[src/core/sfsr_map.svh]
// Named constants for the serial flash status and read command decoder.
// Assumes inclusion by bare name from the package and the design modules.
`ifndef SFSR_MAP_SVH
`define SFSR_MAP_SVH

// Opcodes
`define SFSR_OP_WR_ENABLE     8'h06
`define SFSR_OP_WR_DISABLE    8'h04
`define SFSR_OP_VOL_ENABLE    8'h50
`define SFSR_OP_RD_STATUS1    8'h05
`define SFSR_OP_RD_STATUS2    8'h35
`define SFSR_OP_WR_STATUS     8'h01
`define SFSR_OP_WR_STATUS2    8'h31
`define SFSR_OP_READ          8'h03
`define SFSR_OP_FAST_READ     8'h0b
`define SFSR_OP_DUAL_READ     8'h3b
`define SFSR_OP_SET_PARAM     8'hc0
`define SFSR_OP_RESET_ENABLE  8'h66
`define SFSR_OP_RESET         8'h99

// Frame lengths in bits
`define SFSR_OP_BITS          6'h08
`define SFSR_ADDR_BITS        6'h18
`define SFSR_DATA_NONE        5'h00
`define SFSR_DATA_ONE_BYTE    5'h08
`define SFSR_DATA_TWO_BYTES   5'h10
`define SFSR_DATA_SATURATE    5'h11

// Dummy clocks
`define SFSR_DUMMY_NONE       4'h0
`define SFSR_DUMMY_LAST       4'h1
`define SFSR_DUMMY_SPI        4'h8
`define SFSR_DUMMY_FOUR       4'h4
`define SFSR_DUMMY_SIX        4'h6
`define SFSR_DUMMY_EIGHT      4'h8
`define SFSR_PARAM_DUMMY_DEF  2'h0
`define SFSR_PARAM_DUMMY_SIX  2'h1
`define SFSR_PARAM_DUMMY_LSB  4
`define SFSR_PARAM_DUMMY_MSB  5

// Status layout
`define SFSR_SR1_BUSY_BIT     0
`define SFSR_SR1_LATCH_BIT    1
`define SFSR_SR1_WR_MASK      8'hfc
`define SFSR_SR2_WR_MASK      8'h43
`define SFSR_SR2_QUAD_BIT     1
`define SFSR_SR1_RESET        8'h00
`define SFSR_SR2_RESET        8'h00

// Output lane enables, active low
`define SFSR_OE_NONE          4'hf
`define SFSR_OE_SINGLE        4'hd
`define SFSR_OE_DUAL          4'hc
`define SFSR_OE_QUAD          4'h0
`define SFSR_LEFT_SINGLE      3'h7
`define SFSR_LEFT_DUAL        3'h3
`define SFSR_LEFT_QUAD        3'h1

// Timing
`define SFSR_CLK_MHZ          20
`define SFSR_T_STATUS_WRITE_US 5000
`define SFSR_SYNC_RESET       6'h3f

`endif

[src/core/sfsr_pkg.sv]
// Types shared by the serial flash command decoder modules.
// Assumes sfsr_map.svh is on the include path.
`include "sfsr_map.svh"
package sfsr_pkg;

  typedef enum logic [2:0] {
    PH_IDLE, PH_OP, PH_ADDR, PH_DUMMY, PH_OUT, PH_DIN, PH_SKIP
  } sfsr_phase_t;

  typedef enum logic [1:0] {LN_SINGLE, LN_DUAL, LN_QUAD} sfsr_lanes_t;

  typedef struct packed {
    logic [3:0] dout;
    logic [3:0] oe_n;
  } sfsr_io_t;

  typedef struct packed {
    logic [7:0] sr1;
    logic [7:0] sr2;
  } sfsr_stat_t;

endpackage : sfsr_pkg

[src/core/sfsr_cmd.sv]
// Serial flash command decoder: write enable latch, status access, reads.
// Assumes flash_sck and flash_cs_n arrive from a host on another clock,
// a serial clock well below clk_sys / 4, and a flat array port whose
// mem_data follows mem_addr combinationally on clk_sys.
`timescale 1ns/1ps
`default_nettype none
`include "sfsr_map.svh"
// Summary of operation
// - Opcode 06h sets write enable latch
// - 50h arms volatile-only status write, latch untouched
// - Opcode 04h clears write enable latch
// - Latch clears at power-up and write completion
// - 05h/35h return status, even while busy
// - Status shifts MSB first, repeats until deselect
// - 01h writes only the writable status bits
// - Status write needs exactly 8 or 16 bits
// - Eight-bit 01h clears second-register writable bits
// - Valid non-volatile status write runs timed busy cycle
// - Busy start clears write enable latch
// - 31h writes second-register bits, needs latch or 50h
// - Single-wire 03h streams bytes with address auto-increment
// - Normal read ignored while busy
// - 0Bh address, dummy clocks, then falling-edge data
// - Four-wire dummy count 4/6/8 from C0h
// - Dummy count defaults to 4 after reset
// - Single-wire 3Bh: eight dummies, then two bits per clock
// - Quad output: IO3..IO0 carry high nibble first
// - Dual output: IO1/IO0 carry bit pairs, high first
// - All fields travel most significant bit first
module sfsr_cmd
  import sfsr_pkg::*;
#(
  parameter int unsigned STATUS_WRITE_CYCLES = `SFSR_T_STATUS_WRITE_US * `SFSR_CLK_MHZ
)(
  input  wire logic        clk_sys,
  input  wire logic        rst_n,
  input  wire logic        flash_sck,
  input  wire logic        flash_cs_n,
  input  wire logic [3:0]  io_in,
  output logic      [3:0]  io_out,
  output logic      [3:0]  io_oe_n,
  input  wire logic        four_wire_command_mode,
  output logic      [23:0] mem_addr,
  input  wire logic [7:0]  mem_data,
  output logic             write_enable_latch,
  output logic             quad_enable,
  output logic             busy
);
  typedef struct packed {
    sfsr_phase_t phase;
    logic        sck_prev;
    logic        cs_prev;
    sfsr_lanes_t in_lanes;
    sfsr_lanes_t out_lanes;
    logic [7:0]  opcode;
    logic [23:0] sh;
    logic [5:0]  cnt;
    logic [4:0]  data_bits;
    logic [3:0]  dummy_left;
    logic [7:0]  out_sr;
    logic [2:0]  out_left;
    logic        from_status;
    logic        status_sel2;
    logic [23:0] mem_addr;
    sfsr_io_t    io;
    logic        we_latch;
    logic        vol_armed;
    logic        rst_armed;
    logic [1:0]  dummy_sel;
    sfsr_stat_t  nv;
    sfsr_stat_t  act;
    sfsr_stat_t  pend;
    logic        sw_start;
  } sfsr_state_t;

  localparam sfsr_state_t ST_RESET = '{
    phase: PH_IDLE, sck_prev: 1'b1, cs_prev: 1'b1,
    in_lanes: LN_SINGLE, out_lanes: LN_SINGLE,
    io: '{dout: 4'h0, oe_n: `SFSR_OE_NONE},
    dummy_sel: `SFSR_PARAM_DUMMY_DEF,
    nv: '{sr1: `SFSR_SR1_RESET, sr2: `SFSR_SR2_RESET},
    act: '{sr1: `SFSR_SR1_RESET, sr2: `SFSR_SR2_RESET},
    pend: '{sr1: `SFSR_SR1_RESET, sr2: `SFSR_SR2_RESET},
    default: '0
  };

  sfsr_state_t s_q;
  sfsr_state_t s_d;
  logic [5:0]  pins;
  logic        sck_s;
  logic        cs_n_s;
  logic [3:0]  io_s;
  logic        timer_busy;
  logic        timer_done;
  sfsr_sync u_sync (
    .clk_sys (clk_sys),
    .rst_n   (rst_n),
    .raw     ({io_in, flash_cs_n, flash_sck}),
    .synced  (pins)
  );
  sfsr_busy_timer #(
    .CYCLES (STATUS_WRITE_CYCLES)
  ) u_timer (
    .clk_sys (clk_sys),
    .rst_n   (rst_n),
    .start   (s_q.sw_start),
    .busy    (timer_busy),
    .done    (timer_done)
  );
  assign sck_s  = pins[0];
  assign cs_n_s = pins[1];
  assign io_s   = pins[5:2];
  function automatic logic [5:0] lane_w(sfsr_lanes_t ln);
    unique case (ln)
      LN_SINGLE: lane_w = 6'h1;
      LN_DUAL:   lane_w = 6'h2;
      LN_QUAD:   lane_w = 6'h4;
    endcase
  endfunction : lane_w
  // Incoming bits enter at the bottom so the first bit ends up highest
  function automatic logic [23:0] shift_in(logic [23:0] sh, logic [3:0] io, sfsr_lanes_t ln);
    if (ln == LN_QUAD) begin
      shift_in = {sh[19:0], io};
    end else begin
      shift_in = {sh[22:0], io[0]};
    end
  endfunction : shift_in
  function automatic logic [3:0] dummy_of(logic [1:0] sel);
    unique case (sel)
      `SFSR_PARAM_DUMMY_DEF: dummy_of = `SFSR_DUMMY_FOUR;
      `SFSR_PARAM_DUMMY_SIX: dummy_of = `SFSR_DUMMY_SIX;
      default:               dummy_of = `SFSR_DUMMY_EIGHT;
    endcase
  endfunction : dummy_of
  function automatic logic [2:0] chunks_left(sfsr_lanes_t ln);
    unique case (ln)
      LN_SINGLE: chunks_left = `SFSR_LEFT_SINGLE;
      LN_DUAL:   chunks_left = `SFSR_LEFT_DUAL;
      LN_QUAD:   chunks_left = `SFSR_LEFT_QUAD;
    endcase
  endfunction : chunks_left
  // Top bits of b go out; single data uses IO1 as the serial output
  function automatic sfsr_io_t drive(sfsr_lanes_t ln, logic [7:0] b);
    sfsr_io_t r;
    r.dout = 4'h0;
    r.oe_n = `SFSR_OE_NONE;
    unique case (ln)
      LN_SINGLE: begin
        r.dout[1] = b[7];
        r.oe_n    = `SFSR_OE_SINGLE;
      end
      LN_DUAL: begin
        r.dout[1:0] = b[7:6];
        r.oe_n      = `SFSR_OE_DUAL;
      end
      LN_QUAD: begin
        r.dout = b[7:4];
        r.oe_n = `SFSR_OE_QUAD;
      end
    endcase
    return r;
  endfunction : drive
  function automatic logic [7:0] status_byte(logic sel2, sfsr_stat_t a, logic latch, logic bsy);
    logic [7:0] v;
    v = a.sr1 & `SFSR_SR1_WR_MASK;
    v[`SFSR_SR1_LATCH_BIT] = latch;
    v[`SFSR_SR1_BUSY_BIT]  = bsy;
    status_byte = sel2 ? (a.sr2 & `SFSR_SR2_WR_MASK) : v;
  endfunction : status_byte
  always_comb begin
    logic        rise;
    logic        fall;
    logic [5:0]  cnt_nx;
    logic [23:0] sh_nx;
    logic [7:0]  byte_v;
    logic        enabled;
    logic        len_ok;
    sfsr_stat_t  new_st;
    rise    = sck_s & ~s_q.sck_prev;
    fall    = ~sck_s & s_q.sck_prev;
    cnt_nx  = s_q.cnt + lane_w(s_q.in_lanes);
    sh_nx   = shift_in(s_q.sh, io_s, s_q.in_lanes);
    byte_v  = 8'h00;
    enabled = s_q.we_latch | s_q.vol_armed;
    len_ok  = 1'b0;
    new_st  = s_q.act;

    s_d          = s_q;
    s_d.sck_prev = sck_s;
    s_d.cs_prev  = cs_n_s;
    s_d.sw_start = 1'b0;

    if (timer_done) begin
      s_d.nv  = s_q.pend;
      s_d.act = s_q.pend;
      s_d.we_latch = 1'b0;
    end

    if (cs_n_s) begin
      if (!s_q.cs_prev && s_q.phase == PH_DIN) begin
        s_d.rst_armed = (s_q.opcode == `SFSR_OP_RESET_ENABLE);
        if (s_q.opcode != `SFSR_OP_VOL_ENABLE) begin
          s_d.vol_armed = 1'b0;
        end
        unique case (s_q.opcode)
          `SFSR_OP_WR_ENABLE: if (s_q.data_bits == `SFSR_DATA_NONE) s_d.we_latch = 1'b1;
          `SFSR_OP_WR_DISABLE: if (s_q.data_bits == `SFSR_DATA_NONE) s_d.we_latch = 1'b0;
          `SFSR_OP_VOL_ENABLE: if (s_q.data_bits == `SFSR_DATA_NONE) s_d.vol_armed = 1'b1;
          `SFSR_OP_RESET: begin
            if (s_q.rst_armed && !timer_busy) begin
              s_d.dummy_sel = `SFSR_PARAM_DUMMY_DEF;
              s_d.act       = s_q.nv;
            end
          end
          `SFSR_OP_WR_STATUS, `SFSR_OP_WR_STATUS2: begin
            if (s_q.opcode == `SFSR_OP_WR_STATUS) begin
              len_ok = (s_q.data_bits == `SFSR_DATA_ONE_BYTE) ||
                       (s_q.data_bits == `SFSR_DATA_TWO_BYTES);
              if (s_q.data_bits == `SFSR_DATA_TWO_BYTES) begin
                new_st.sr1 = s_q.sh[15:8] & `SFSR_SR1_WR_MASK;
                new_st.sr2 = s_q.sh[7:0] & `SFSR_SR2_WR_MASK;
              end else begin
                new_st.sr1 = s_q.sh[7:0] & `SFSR_SR1_WR_MASK;
                new_st.sr2 = `SFSR_SR2_RESET;
              end
            end else begin
              len_ok     = (s_q.data_bits == `SFSR_DATA_ONE_BYTE);
              new_st.sr2 = s_q.sh[7:0] & `SFSR_SR2_WR_MASK;
            end
            // Writes during a running cycle are dropped rather than queued
            if (len_ok && enabled && !timer_busy) begin
              if (s_q.vol_armed) begin
                s_d.act = new_st;
              end else begin
                s_d.pend     = new_st;
                s_d.sw_start = 1'b1;
                s_d.we_latch = 1'b0;
              end
            end
          end
          default: begin
          end
        endcase
      end
      s_d.phase   = PH_IDLE;
      s_d.io.oe_n = `SFSR_OE_NONE;
    end else begin
      unique case (s_q.phase)
        PH_IDLE: begin
          s_d.phase     = PH_OP;
          s_d.cnt       = 6'h0;
          s_d.data_bits = `SFSR_DATA_NONE;
          s_d.in_lanes  = four_wire_command_mode ? LN_QUAD : LN_SINGLE;
          s_d.out_left  = 3'h0;
        end
        PH_OP: begin
          if (rise) begin
            s_d.sh  = sh_nx;
            s_d.cnt = cnt_nx;
            if (cnt_nx == `SFSR_OP_BITS) begin
              s_d.opcode      = sh_nx[7:0];
              s_d.cnt         = 6'h0;
              s_d.phase       = PH_DIN;
              s_d.out_lanes   = four_wire_command_mode ? LN_QUAD : LN_SINGLE;
              s_d.from_status = 1'b0;
              s_d.dummy_left  = `SFSR_DUMMY_NONE;
              unique case (sh_nx[7:0])
                `SFSR_OP_RD_STATUS1, `SFSR_OP_RD_STATUS2: begin
                  s_d.phase       = PH_OUT;
                  s_d.from_status = 1'b1;
                  s_d.status_sel2 = (sh_nx[7:0] == `SFSR_OP_RD_STATUS2);
                end
                `SFSR_OP_READ: begin
                  s_d.phase = (timer_busy || four_wire_command_mode) ? PH_SKIP : PH_ADDR;
                end
                `SFSR_OP_FAST_READ: begin
                  s_d.phase      = timer_busy ? PH_SKIP : PH_ADDR;
                  s_d.dummy_left = four_wire_command_mode ? dummy_of(s_q.dummy_sel)
                                                          : `SFSR_DUMMY_SPI;
                end
                `SFSR_OP_DUAL_READ: begin
                  s_d.phase      = (timer_busy || four_wire_command_mode) ? PH_SKIP : PH_ADDR;
                  s_d.dummy_left = `SFSR_DUMMY_SPI;
                  s_d.out_lanes  = LN_DUAL;
                end
                default: begin
                end
              endcase
            end
          end
        end
        PH_ADDR: begin
          if (rise) begin
            s_d.sh  = sh_nx;
            s_d.cnt = cnt_nx;
            if (cnt_nx == `SFSR_ADDR_BITS) begin
              s_d.mem_addr = sh_nx;
              s_d.phase    = (s_q.dummy_left == `SFSR_DUMMY_NONE) ? PH_OUT : PH_DUMMY;
            end
          end
        end
        PH_DUMMY: begin
          if (rise) begin
            s_d.dummy_left = s_q.dummy_left - `SFSR_DUMMY_LAST;
            if (s_q.dummy_left == `SFSR_DUMMY_LAST) begin
              s_d.phase = PH_OUT;
            end
          end
        end
        PH_OUT: begin
          if (fall) begin
            if (s_q.out_left == 3'h0) begin
              if (s_q.from_status) begin
                byte_v = status_byte(s_q.status_sel2, s_q.act, s_q.we_latch, timer_busy);
              end else begin
                byte_v       = mem_data;
                s_d.mem_addr = s_q.mem_addr + 24'h1;
              end
              s_d.out_left = chunks_left(s_q.out_lanes);
            end else begin
              byte_v       = s_q.out_sr;
              s_d.out_left = s_q.out_left - 3'h1;
            end
            s_d.io     = drive(s_q.out_lanes, byte_v);
            s_d.out_sr = 8'(byte_v << lane_w(s_q.out_lanes));
          end
        end
        PH_DIN: begin
          if (rise) begin
            s_d.sh = sh_nx;
            if (s_q.data_bits < `SFSR_DATA_SATURATE) begin
              s_d.data_bits = s_q.data_bits + 5'(lane_w(s_q.in_lanes));
            end
            if (s_q.opcode == `SFSR_OP_SET_PARAM &&
                s_q.data_bits + 5'(lane_w(s_q.in_lanes)) == `SFSR_DATA_ONE_BYTE) begin
              s_d.dummy_sel = sh_nx[`SFSR_PARAM_DUMMY_MSB:`SFSR_PARAM_DUMMY_LSB];
            end
          end
        end
        PH_SKIP: begin
        end
      endcase
    end
  end

  always_ff @(posedge clk_sys) begin
    if (!rst_n) begin
      s_q <= ST_RESET;
    end else begin
      s_q <= s_d;
    end
  end

  assign io_out             = s_q.io.dout;
  assign io_oe_n            = s_q.io.oe_n;
  assign mem_addr           = s_q.mem_addr;
  assign write_enable_latch = s_q.we_latch;
  assign quad_enable        = s_q.act.sr2[`SFSR_SR2_QUAD_BIT];
  assign busy               = timer_busy;
endmodule : sfsr_cmd
`default_nettype wire

[src/core/sfsr_sync.sv]
// Two-flop synchroniser for the serial clock, chip select and IO pins.
// Assumes the inputs are asynchronous to clk_sys.
`timescale 1ns/1ps
`default_nettype none
`include "sfsr_map.svh"
module sfsr_sync
  import sfsr_pkg::*;
(
  input  wire logic       clk_sys,
  input  wire logic       rst_n,
  input  wire logic [5:0] raw,
  output logic      [5:0] synced
);
  typedef struct packed {
    logic [5:0] meta;
    logic [5:0] stable;
  } sfsr_sync_st_t;

  sfsr_sync_st_t s_q;
  sfsr_sync_st_t s_d;

  always_comb begin
    s_d        = s_q;
    s_d.meta   = raw;
    s_d.stable = s_q.meta;
  end

  always_ff @(posedge clk_sys) begin
    if (!rst_n) begin
      s_q <= {`SFSR_SYNC_RESET, `SFSR_SYNC_RESET};
    end else begin
      s_q <= s_d;
    end
  end

  assign synced = s_q.stable;
endmodule : sfsr_sync
`default_nettype wire

[src/core/sfsr_busy_timer.sv]
// Self-timed write cycle timer: busy for CYCLES clocks after start.
// Assumes start is a one-cycle pulse from the same clock domain.
`timescale 1ns/1ps
`default_nettype none
module sfsr_busy_timer
  import sfsr_pkg::*;
#(
  parameter int unsigned CYCLES = 1
)(
  input  wire logic clk_sys,
  input  wire logic rst_n,
  input  wire logic start,
  output logic      busy,
  output logic      done
);
  localparam logic [31:0] LOAD = (CYCLES > 1) ? 32'(CYCLES - 1) : 32'h0;

  typedef struct packed {
    logic        busy;
    logic        done;
    logic [31:0] cnt;
  } sfsr_timer_st_t;

  sfsr_timer_st_t s_q;
  sfsr_timer_st_t s_d;

  always_comb begin
    s_d      = s_q;
    s_d.done = 1'b0;
    if (s_q.busy) begin
      if (s_q.cnt == 32'h0) begin
        s_d.busy = 1'b0;
        s_d.done = 1'b1;
      end else begin
        s_d.cnt = s_q.cnt - 32'h1;
      end
    end else if (start) begin
      s_d.busy = 1'b1;
      s_d.cnt  = LOAD;
    end
  end

  always_ff @(posedge clk_sys) begin
    if (!rst_n) begin
      s_q <= '0;
    end else begin
      s_q <= s_d;
    end
  end

  assign busy = s_q.busy;
  assign done = s_q.done;
endmodule : sfsr_busy_timer
`default_nettype wire

[config.mk]
export PLATFORM = sky130hd
export DESIGN_NAME = sfsr_cmd
export DESIGN_NICKNAME = d
export VERILOG_FILES = /design/src/core/sfsr_pkg.sv /design/src/core/sfsr_cmd.sv /design/src/core/sfsr_sync.sv /design/src/core/sfsr_busy_timer.sv
export VERILOG_INCLUDE_DIRS = /design/src /design/src/core
export SDC_FILE = /design/constraint.sdc
export NUM_CORES = 1
export LEC_CHECK = 0
export ABC_AREA = 1
export BUFFER_PORTS_ARGS = -buffer_cell sky130_fd_sc_hd__buf_2
export CAP_MARGIN = 20
export CORE_ASPECT_RATIO = 0.7
export CORE_UTILIZATION = 50
export DETAILED_ROUTE_END_ITERATION = 8
export PLACE_DENSITY = 0.67
export SYNTH_ARGS = -nofsm -noshare
export SYNTH_HDL_FRONTEND = slang
export SYNTH_SLANG_ARGS = --single-unit
[constraint.sdc]
create_clock -name clk_sys -period 3.4 [get_ports clk_sys]
set_clock_uncertainty 0.1 [all_clocks]
set_input_delay 0.68 -clock clk_sys [delete_from_list [all_inputs] [get_ports clk_sys]]
set_output_delay 0.68 -clock clk_sys [all_outputs]
set_load 0.01 [all_outputs]
==> flow_summary.ini, run 1 <==
[outcome]
status = finished, violations left
violations = DRC

[layout]
layout-drive-gt1-share_pct = 8.18
design_area_sq_um = 11000
flow.area_growth_from_synthesis_pct = 8.50
fillCellCount = 1987
diodes = 0
nets = 1622
fin_cells = 1872

[sta]
timing.final.ws_setup_ps = 481
period_minus_slack_ps = 2920
worst_pin_slew_ps = 754
final-setup-viol-count = 0
fmax_mhz = 343
fin_crit_sh_pct = 85.9
drv_slew = 0
tns_ps = 0
max_slew_margin_pct = 49.6
rsz0062_at_grt = no
hold_violations = 0

[floorplan]
fp.dieH_um = 121
die-area_sq_um = 20800
core.rowCount = 43
initial_utilization_pct = 51.1
die_w_um = 172
coreArea_sq_um = 19800
num_io_pins = 52

[clock_tree]
cts_root_buf = clkbuf_16
cts_tree = done
cts_sinks = 177
post_cts_resized = 0
cts_max_level = 4
post_cts_buffers = 0
numCtsBuffers = 17
clk_pin_slew_worst_paths_ps = 70
clk_latency_ps = 440
cts_buffer_depth = 2
hold_buffers = 0

[global_route]
grt_start_max_net_pins = 70
antenna_found_initial = 0
grt_pass1_wl_um = 45800
grt_usage_pct = 28.2
gr-total-overflow = 0
grt_pass1_vias = 8647

[place]
placedCellCount = 1840
hpwl_um = 21200
gp_congestion = 0.947
place_area_sq_um = 10400
placement.io_buffers = 51
dp_slack_ps = 530

[power]
ir_drop_uv = 355
p_per_area_nw_per_um2 = 399
leakage_nw = 4.85
p_total_mw = 4.39

[detailed_routing]
finalWirelength_um = 28700
dr.pass1.iters = 7
drt.antenna.violating_nets = 0
via_count = 10200
drtIter0Drc = 1167
drc_errors = 2
routedWlPerCell_um = 15.3
post_drt_via_cell_ratio = 5.47

[setup_path]
r2r-end = s_q[139]
r2r-start = s_q[149]
path_max_fanout = 19
crit_path_end_kind = register
r2r_cells = 11
reg2reg_slack_ps = 480
path_class = reg2reg
cp.arrival_ps = 3110
required_ps = 3600
start_kind = register

[min_path]
min_path_cells = 1
hold_end = u_sync.synced[4]
hp-class = reg2reg
hold_start = u_sync.s_d[4]

[synthesis]
netlist.area_leader.share_pct = 35.0
synth-main-ff-cell = dfxtp_1
yosysTopAreaCell = dfxtp_1
synth_cell_type_count = 44
async_flop_share_pct = 0
synth-seq-area-share_pct = 35.0
synth.avg_cell_area_sq_um = 6.38
syn_area_sq_um = 10100
synthCells = 1586
yosysMostFrequentCell = nand2_1
synthTopCellsByCount = 409 x nand2_1, 182 x nor2_1, 177 x dfxtp_1
synth_seq_cells = 177
synthesis.nets = 1619
synth_warnings = 0
synth.area.top_cells = dfxtp_1 35%, nand2_1 15%, o21ai_0 7.6%, a21oi_1 7.4%, nor2_1 6.7%
synth_edf_count = 0

[run]
cap_viol_max_count = 0
## placed cells by master, fill, tap and decap left out, types with 3 or more instances in the layout
cell / netlist / layout
a21oi_1: 149 / 149
o21ai_0: 154 / 154
a22oi_1: 3 / 3
bufinv_16: 0 / 3
inv_1: 169 / 169
a31oi_1: 6 / 6
nor3_1: 34 / 34
nand3_1: 77 / 77
nand2_1: 409 / 409
dfxtp_1: 177 / 177
inv_6: 0 / 5
clkinvlp_4: 0 / 3
a211oi_1: 7 / 7
nor2_2: 3 / 3
o22ai_1: 5 / 5
nor4_1: 4 / 4
clkinv_1: 5 / 5
clkbuf_16: 0 / 17
o211ai_1: 13 / 13
xor2_1: 14 / 14
inv_2: 4 / 4
ha_1: 16 / 16
nor2_1: 182 / 182
xnor2_1: 4 / 4
nand4_1: 29 / 29
or2_2: 16 / 16
buf_4: 32 / 14
buf_2: 10 / 51
## worst max-delay path by stage
stage / from / to / slack [ps] / cells after the start
after detailed placement: s_q[149] / s_q[141] / 530 / 11
final: s_q[149] / s_q[139] / 480 / 11
after global routing: s_q[149] / s_q[140] / 170 / 11
after CTS: s_q[149] / s_q[139] / 520 / 11
after global placement: s_q[149] / s_q[143] / 670 / 11
after floorplan: s_q[149] / s_q[138] / 1210 / 11
## power by group
| group | total, mW | internal [mW] | switching (mW) |
|---|---|---|---|
| Sequential | 2.10 | 2.09 | 0.0130 |
| Combinational | 0.219 | 0.0650 | 0.154 |
| Clock | 2.07 | 1.17 | 0.898 |
| Total | 4.39 | 3.32 | 1.06 |
## cells by family (layout without fill, tap and decap cells)
kind of cell,after synthesis,after routing,share of synthesized area [%]
adder cells (fa/ha/maj),16,16,1.98
multiplexers,1,1,0.0989
AND/OR/NAND/NOR,764,764,31.8
AO/OA/AOI/OAI,351,351,18.6
buffers and inverters,259,275,11.0
XOR/XNOR,18,18,1.56
flip-flops,177,177,35.0
## metrics by stage
stage,hold slack [ps],util (%)
2_1_floorplan,293,-
3_3_place_gp,301,52.4
3_5_place_dp,302,52.4
4_1_cts,314,55.5
5_1_grt,318,55.5
6_report,314,55.5
## registers in the layout, summed over array words and instances, names as in the netlist
name                flops
quad_enable             1
u_timer.done            1
u_sync.synced           6
s_q                    98
io_out                  4
u_timer.busy            1
mem_addr               24
write_enable_latch      1
u_timer.s_q            32
io_oe_n                 3
u_sync.s_d              6
## cell type report
cell class / count / area, sq um / share of cell area, %
clock buffer: 18 / 429 / 3.91
clock inverter: 14 / 179 / 1.63
inverter: 178 / 668 / 6.08
multi-input combinational: 1150 / 5470 / 49.8
sequential: 177 / 3540 / 32.3
tap: 270 / 338 / 3.08
timing repair buffer: 65 / 360 / 3.28
## layer usage
layer / GRT usage, % / wire length [um]
met5: 0 / 0
met4: 5.64 / 269
met3: 5.38 / 2490
met2: 36.8 / 11100
met1: 46.0 / 14800
## worst max-delay path, stage by stage (launching register included)
cell     delay, ps
dfxtp_1        350
inv_1          170
ha_1           200
ha_1           180
nand2_1         60
a21oi_1        160
xor2_1         200
inv_1           80
nor2_1         210
nand3_1        580
o21ai_0        430
a21oi_1         70
Note: power is estimated with default switching activity, not from simulation.
==> run 2: changes to the inputs <==
--- a/config.mk
+++ b/config.mk
@@ -10,9 +10,9 @@
 export BUFFER_PORTS_ARGS = -buffer_cell sky130_fd_sc_hd__buf_2
 export CAP_MARGIN = 20
 export CORE_ASPECT_RATIO = 0.7
-export CORE_UTILIZATION = 50
+export CORE_UTILIZATION = 67
 export DETAILED_ROUTE_END_ITERATION = 8
-export PLACE_DENSITY = 0.67
+export PLACE_DENSITY = 0.86
 export SYNTH_ARGS = -nofsm -noshare
 export SYNTH_HDL_FRONTEND = slang
 export SYNTH_SLANG_ARGS = --single-unit
==> flow_summary.ini, run 2 (same netlist as run 1, synthesis figures left out) <==
[layout]
top_register = s_q
final_common_cell = nand2_1
nets = 1619
flow.area_growth_from_synthesis_pct = 7.64
multiInputGateArea_sq_um = 5470
most-common-layout-cells = 409 x nand2_1, 182 x nor2_1, 177 x dfxtp_1
fin_cells = 1794
diodes = 0
layout-drive-gt1-share_pct = 8.01
largest_reg_flops = 98
design_area_sq_um = 10900
fillCellCount = 1252
seq_area_sq_um = 3540

[detailed_routing]
drc_errors = 4
drt.antenna.violating_nets = 0
finalWirelength_um = 29100
dr.pass1.iters = 8
drtIter0Drc = 1350
post_drt_via_cell_ratio = 5.96
routedWlPerCell_um = 16.2
via_count = 10700

[sta]
final-setup-viol-count = 0
fmax_mhz = 345
hold_violations = 0
max_slew_margin_pct = 24.4
tns_ps = 0
fin_crit_sh_pct = 85.2
period_minus_slack_ps = 2900
worst_pin_slew_ps = 1130
drv_slew = 0
rsz0062_at_grt = no

[global_route]
grt_pass1_vias = 9326
grt_start_max_net_pins = 70
gr-max-usage-layer = met1
met1_usage_pct = 57.1
grt_util_met2_pct = 53.2
antenna_found_initial = 1
grt_usage_pct = 38.0
grtUsageMet3_pct = 9.00
grt_pass1_wl_um = 47100
gr-total-overflow = 0

[outcome]
violations = DRC
status = finished, violations left

[clock_tree]
post_cts_resized = 0
cts_buffer_depth = 2
numCtsBuffers = 17
clk_latency_ps = 440
cts_root_buf = clkbuf_16
cts_tree = done
hold_buffers = 0
cts_max_level = 4
clk_pin_slew_worst_paths_ps = 70
post_cts_buffers = 0
cts_sinks = 177

[floorplan]
num_io_pins = 52
fp.dieH_um = 105
core.rowCount = 37
die_w_um = 149
coreArea_sq_um = 14700
initial_utilization_pct = 68.8
die-area_sq_um = 15600

[min_path]
min_path_cells = 1
hold_end = u_sync.synced[1]
hold_start = u_sync.s_d[1]
hp-class = reg2reg

[setup_path]
cp.arrival_ps = 3090
path_max_fanout = 19
cpMaxStageDelayCell = nand3_1
reg2reg_slack_ps = 500
r2r-start = s_q[149]
r2r_cells = 11
path_class = reg2reg
path_buf_inv = 2
cpPeakStageDelay_ps = 540
crit_chain = inv_1 > ha_1 > ha_1 > nand2_1 > a21oi_1 > xor2_1 > inv_1 > nor2_1 > nand3_1 > o21ai_0 > a21oi_1
start_kind = register
required_ps = 3590
crit_path_end_kind = register
cp_top_family = simple AND/OR/NAND/NOR gates
r2r-end = s_q[140]

[power]
leakage_nw = 4.85
p_per_area_nw_per_um2 = 410
ir_drop_uv = 330

[place]
gp_congestion = 0.975
placement.io_buffers = 51
hpwl_um = 20900
place_area_sq_um = 10300
placedCellCount = 1762

[run]
cap_viol_max_count = 0
==> run 2: changes by cell type in the layout (fill, tap and decap cells not counted) <==
cell        previous run  this run
buf_4                 14        11
clkbuf_8               0         2
clkinv_2               1         2
bufinv_16              3         4
clkinvlp_4             3         2
inv_6                  5         2
==> run 2: power by group <==
group / internal (mW) / total [mW] / switching [mW] / leakage [nW]
clock network: 1.27 / 2.14 / 0.864 / 0.307
logic: 0.0638 / 0.228 / 0.164 / 3.12
registers: 2.09 / 2.10 / 0.0124 / 1.43
==> run 2: worst max path at each step <==
| stage | from | end | slack (ps) | cells past startpoint |
|---|---|---|---|---|
| 2_1_floorplan | s_q[149] | s_q[138] | 1210 | 11 |
| 3_3_place_gp | s_q[149] | s_q[143] | 820 | 11 |
| 3_5_place_dp | s_q[149] | s_q[140] | 660 | 11 |
| 4_1_cts | s_q[149] | s_q[140] | 590 | 11 |
| 5_1_grt | s_q[149] | s_q[143] | 280 | 11 |
| 6_report | s_q[149] | s_q[140] | 500 | 11 |
==> run 2: cell type report <==
type	instances	share of cell area, %
clock buffer	20	4.19
clock inverter	12	1.65
inverter	178	6.13
multi-input combinational	1150	50.2
sequential	177	32.5
tap	195	2.24
timing repair buffer	62	3.10
==> run 2: metrics by stage <==
stage / hold WS [ps] / setup slack (ps) / utilization (%) / total power, mW
finish: 312 / 502 / 74.0 / 4.47
CTS: 310 / 587 / 74.0 / 4.46
global route: 319 / 279 / 74.0 / 4.57
detailed placement: 298 / 663 / 69.7 / 2.36
floorplan: 293 / 1210 / - / 2.29
global placement: 298 / 822 / 69.7 / 2.36
==> run 2: layer usage <==
layer  part of all wire, %  up-vias
li1                      -     5153
met5                     0        -
met1                    45     4807
met4                   2.0        0
met2                    40      667
met3                    13       62
==> run 2: worst reg2reg max path: stages, from the launching register on <==
cell and delay [ps]:
dfxtp_1 320, inv_1 140, ha_1 200, ha_1 190
nand2_1 70, a21oi_1 160, xor2_1 250, inv_1 100
nor2_1 220, nand3_1 540, o21ai_0 410, a21oi_1 70
==> run 3: changes to the inputs <==
--- a/config.mk
+++ b/config.mk
@@ -13,6 +13,7 @@
 export CORE_UTILIZATION = 67
 export DETAILED_ROUTE_END_ITERATION = 8
 export PLACE_DENSITY = 0.86
+export REMOVE_ABC_BUFFERS = 1
 export SYNTH_ARGS = -nofsm -noshare
 export SYNTH_HDL_FRONTEND = slang
 export SYNTH_SLANG_ARGS = --single-unit
==> flow_summary.ini, run 3 (same netlist as run 1, synthesis figures left out) <==
[outcome]
status = finished, final reports clean

[setup_path]
reg2reg_slack_ps = 630
cp_top_family = simple AND/OR/NAND/NOR gates
path_class = reg2reg
crit_path_end_kind = register
start_kind = register
r2r_cells = 11
cpMaxStageDelayCell = nand3_1
cpPeakStageDelay_ps = 540
r2r-start = s_q[149]
path_max_fanout = 19
crit_chain = inv_1 > ha_1 > ha_1 > nand2_1 > a21oi_1 > xor2_1 > inv_1 > nor2_1 > nand3_1 > o21ai_0 > a21oi_1
cp.arrival_ps = 2980
required_ps = 3610
path_buf_inv = 2
r2r-end = s_q[141]

[layout]
design_area_sq_um = 11000
final_common_cell = nand2_1
largest_reg_flops = 98
flow.area_growth_from_synthesis_pct = 8.31
seq_area_sq_um = 3540
multiInputGateArea_sq_um = 5470
nets = 1626
most-common-layout-cells = 409 x nand2_1, 182 x nor2_1, 177 x dfxtp_1
top_register = s_q
diodes = 0
layout-drive-gt1-share_pct = 8.47
fin_cells = 1801
fillCellCount = 1222

[global_route]
grt_usage_pct = 39.1
grt_pass1_wl_um = 48200
grt_pass1_vias = 9526
antenna_found_initial = 0
grt_start_max_net_pins = 52
gr-total-overflow = 0

[detailed_routing]
drc_errors = 0
via_count = 10700
post_drt_via_cell_ratio = 5.96
routedWlPerCell_um = 16.2
drtIter0Drc = 1469
dr.pass1.iters = 6
finalWirelength_um = 29100
drt.antenna.violating_nets = 0

[min_path]
hold_end = u_sync.synced[0]
hold_start = u_sync.s_d[0]
hp-class = reg2reg
min_path_cells = 1

[power]
ir_drop_uv = 341
leakage_nw = 4.89
p_per_area_nw_per_um2 = 411

[clock_tree]
hold_buffers = 0
numCtsBuffers = 17
cts_tree = done
clk_latency_ps = 450
clk_pin_slew_worst_paths_ps = 70
cts_buffer_depth = 2
cts_root_buf = clkbuf_16
post_cts_buffers = 0
post_cts_resized = 0
cts_max_level = 4
cts_sinks = 177

[sta]
fin_crit_sh_pct = 81.6
tns_ps = 0
rsz0062_at_grt = no
fmax_mhz = 360
final-setup-viol-count = 0
period_minus_slack_ps = 2770
drv_slew = 0
worst_pin_slew_ps = 685
max_slew_margin_pct = 54.3
hold_violations = 0

[floorplan]
fp.dieH_um = 105
die_w_um = 149
core.rowCount = 37
coreArea_sq_um = 14700
initial_utilization_pct = 68.8
die-area_sq_um = 15600
num_io_pins = 52

[place]
place_area_sq_um = 10300
placedCellCount = 1769
hpwl_um = 21100
gp_congestion = 0.974
placement.io_buffers = 51

[run]
cap_viol_max_count = 0
-- run 3: routing by layer --
metal  part of all wire [%]  GRT usage [%]  wire, um  vias up
met5                      0              0         0        -
met3                     14           10.9      3950       57
met4                    1.7           11.2       509        0
met2                     40           54.0     11600      672
met1                     45           58.4     13100     4822
li1                       -              -         -     5174
-- run 3: how the worst max path moves through the flow --
stage | slack, ps | end | cells after the start | start
6_report | 630 | s_q[141] | 11 | s_q[149]
5_1_grt | 210 | s_q[139] | 11 | s_q[149]
3_5_place_dp | 670 | s_q[141] | 11 | s_q[149]
3_3_place_gp | 750 | s_q[145] | 11 | s_q[149]
4_1_cts | 640 | s_q[142] | 11 | s_q[149]
2_1_floorplan | 230 | mem_addr[14] | 12 | s_q[149]
-- run 3: metrics by stage --
stage	hold slack, ps	setup WS [ps]	power (mW)	util [%]
after floorplan	293	227	2.28	-
after global placement	294	752	2.36	70.0
after detailed placement	298	670	2.36	70.0
after CTS	313	639	4.50	74.5
after global routing	313	212	4.62	74.5
final	314	625	4.51	74.5
-- run 3: power by group --
| group | switching [mW] | internal (mW) |
|---|---|---|
| registers | 0.0106 | 2.09 |
| logic | 0.166 | 0.0697 |
| clock network | 0.919 | 1.26 |
-- run 3: layout make-up --
cell class	instances	share of cell area, %
clock inverter	15	2.07
timing repair buffer	69	3.56
inverter	178	6.09
sequential	177	32.3
multi-input combinational	1150	49.9
clock buffer	17	3.88
tap	195	2.23
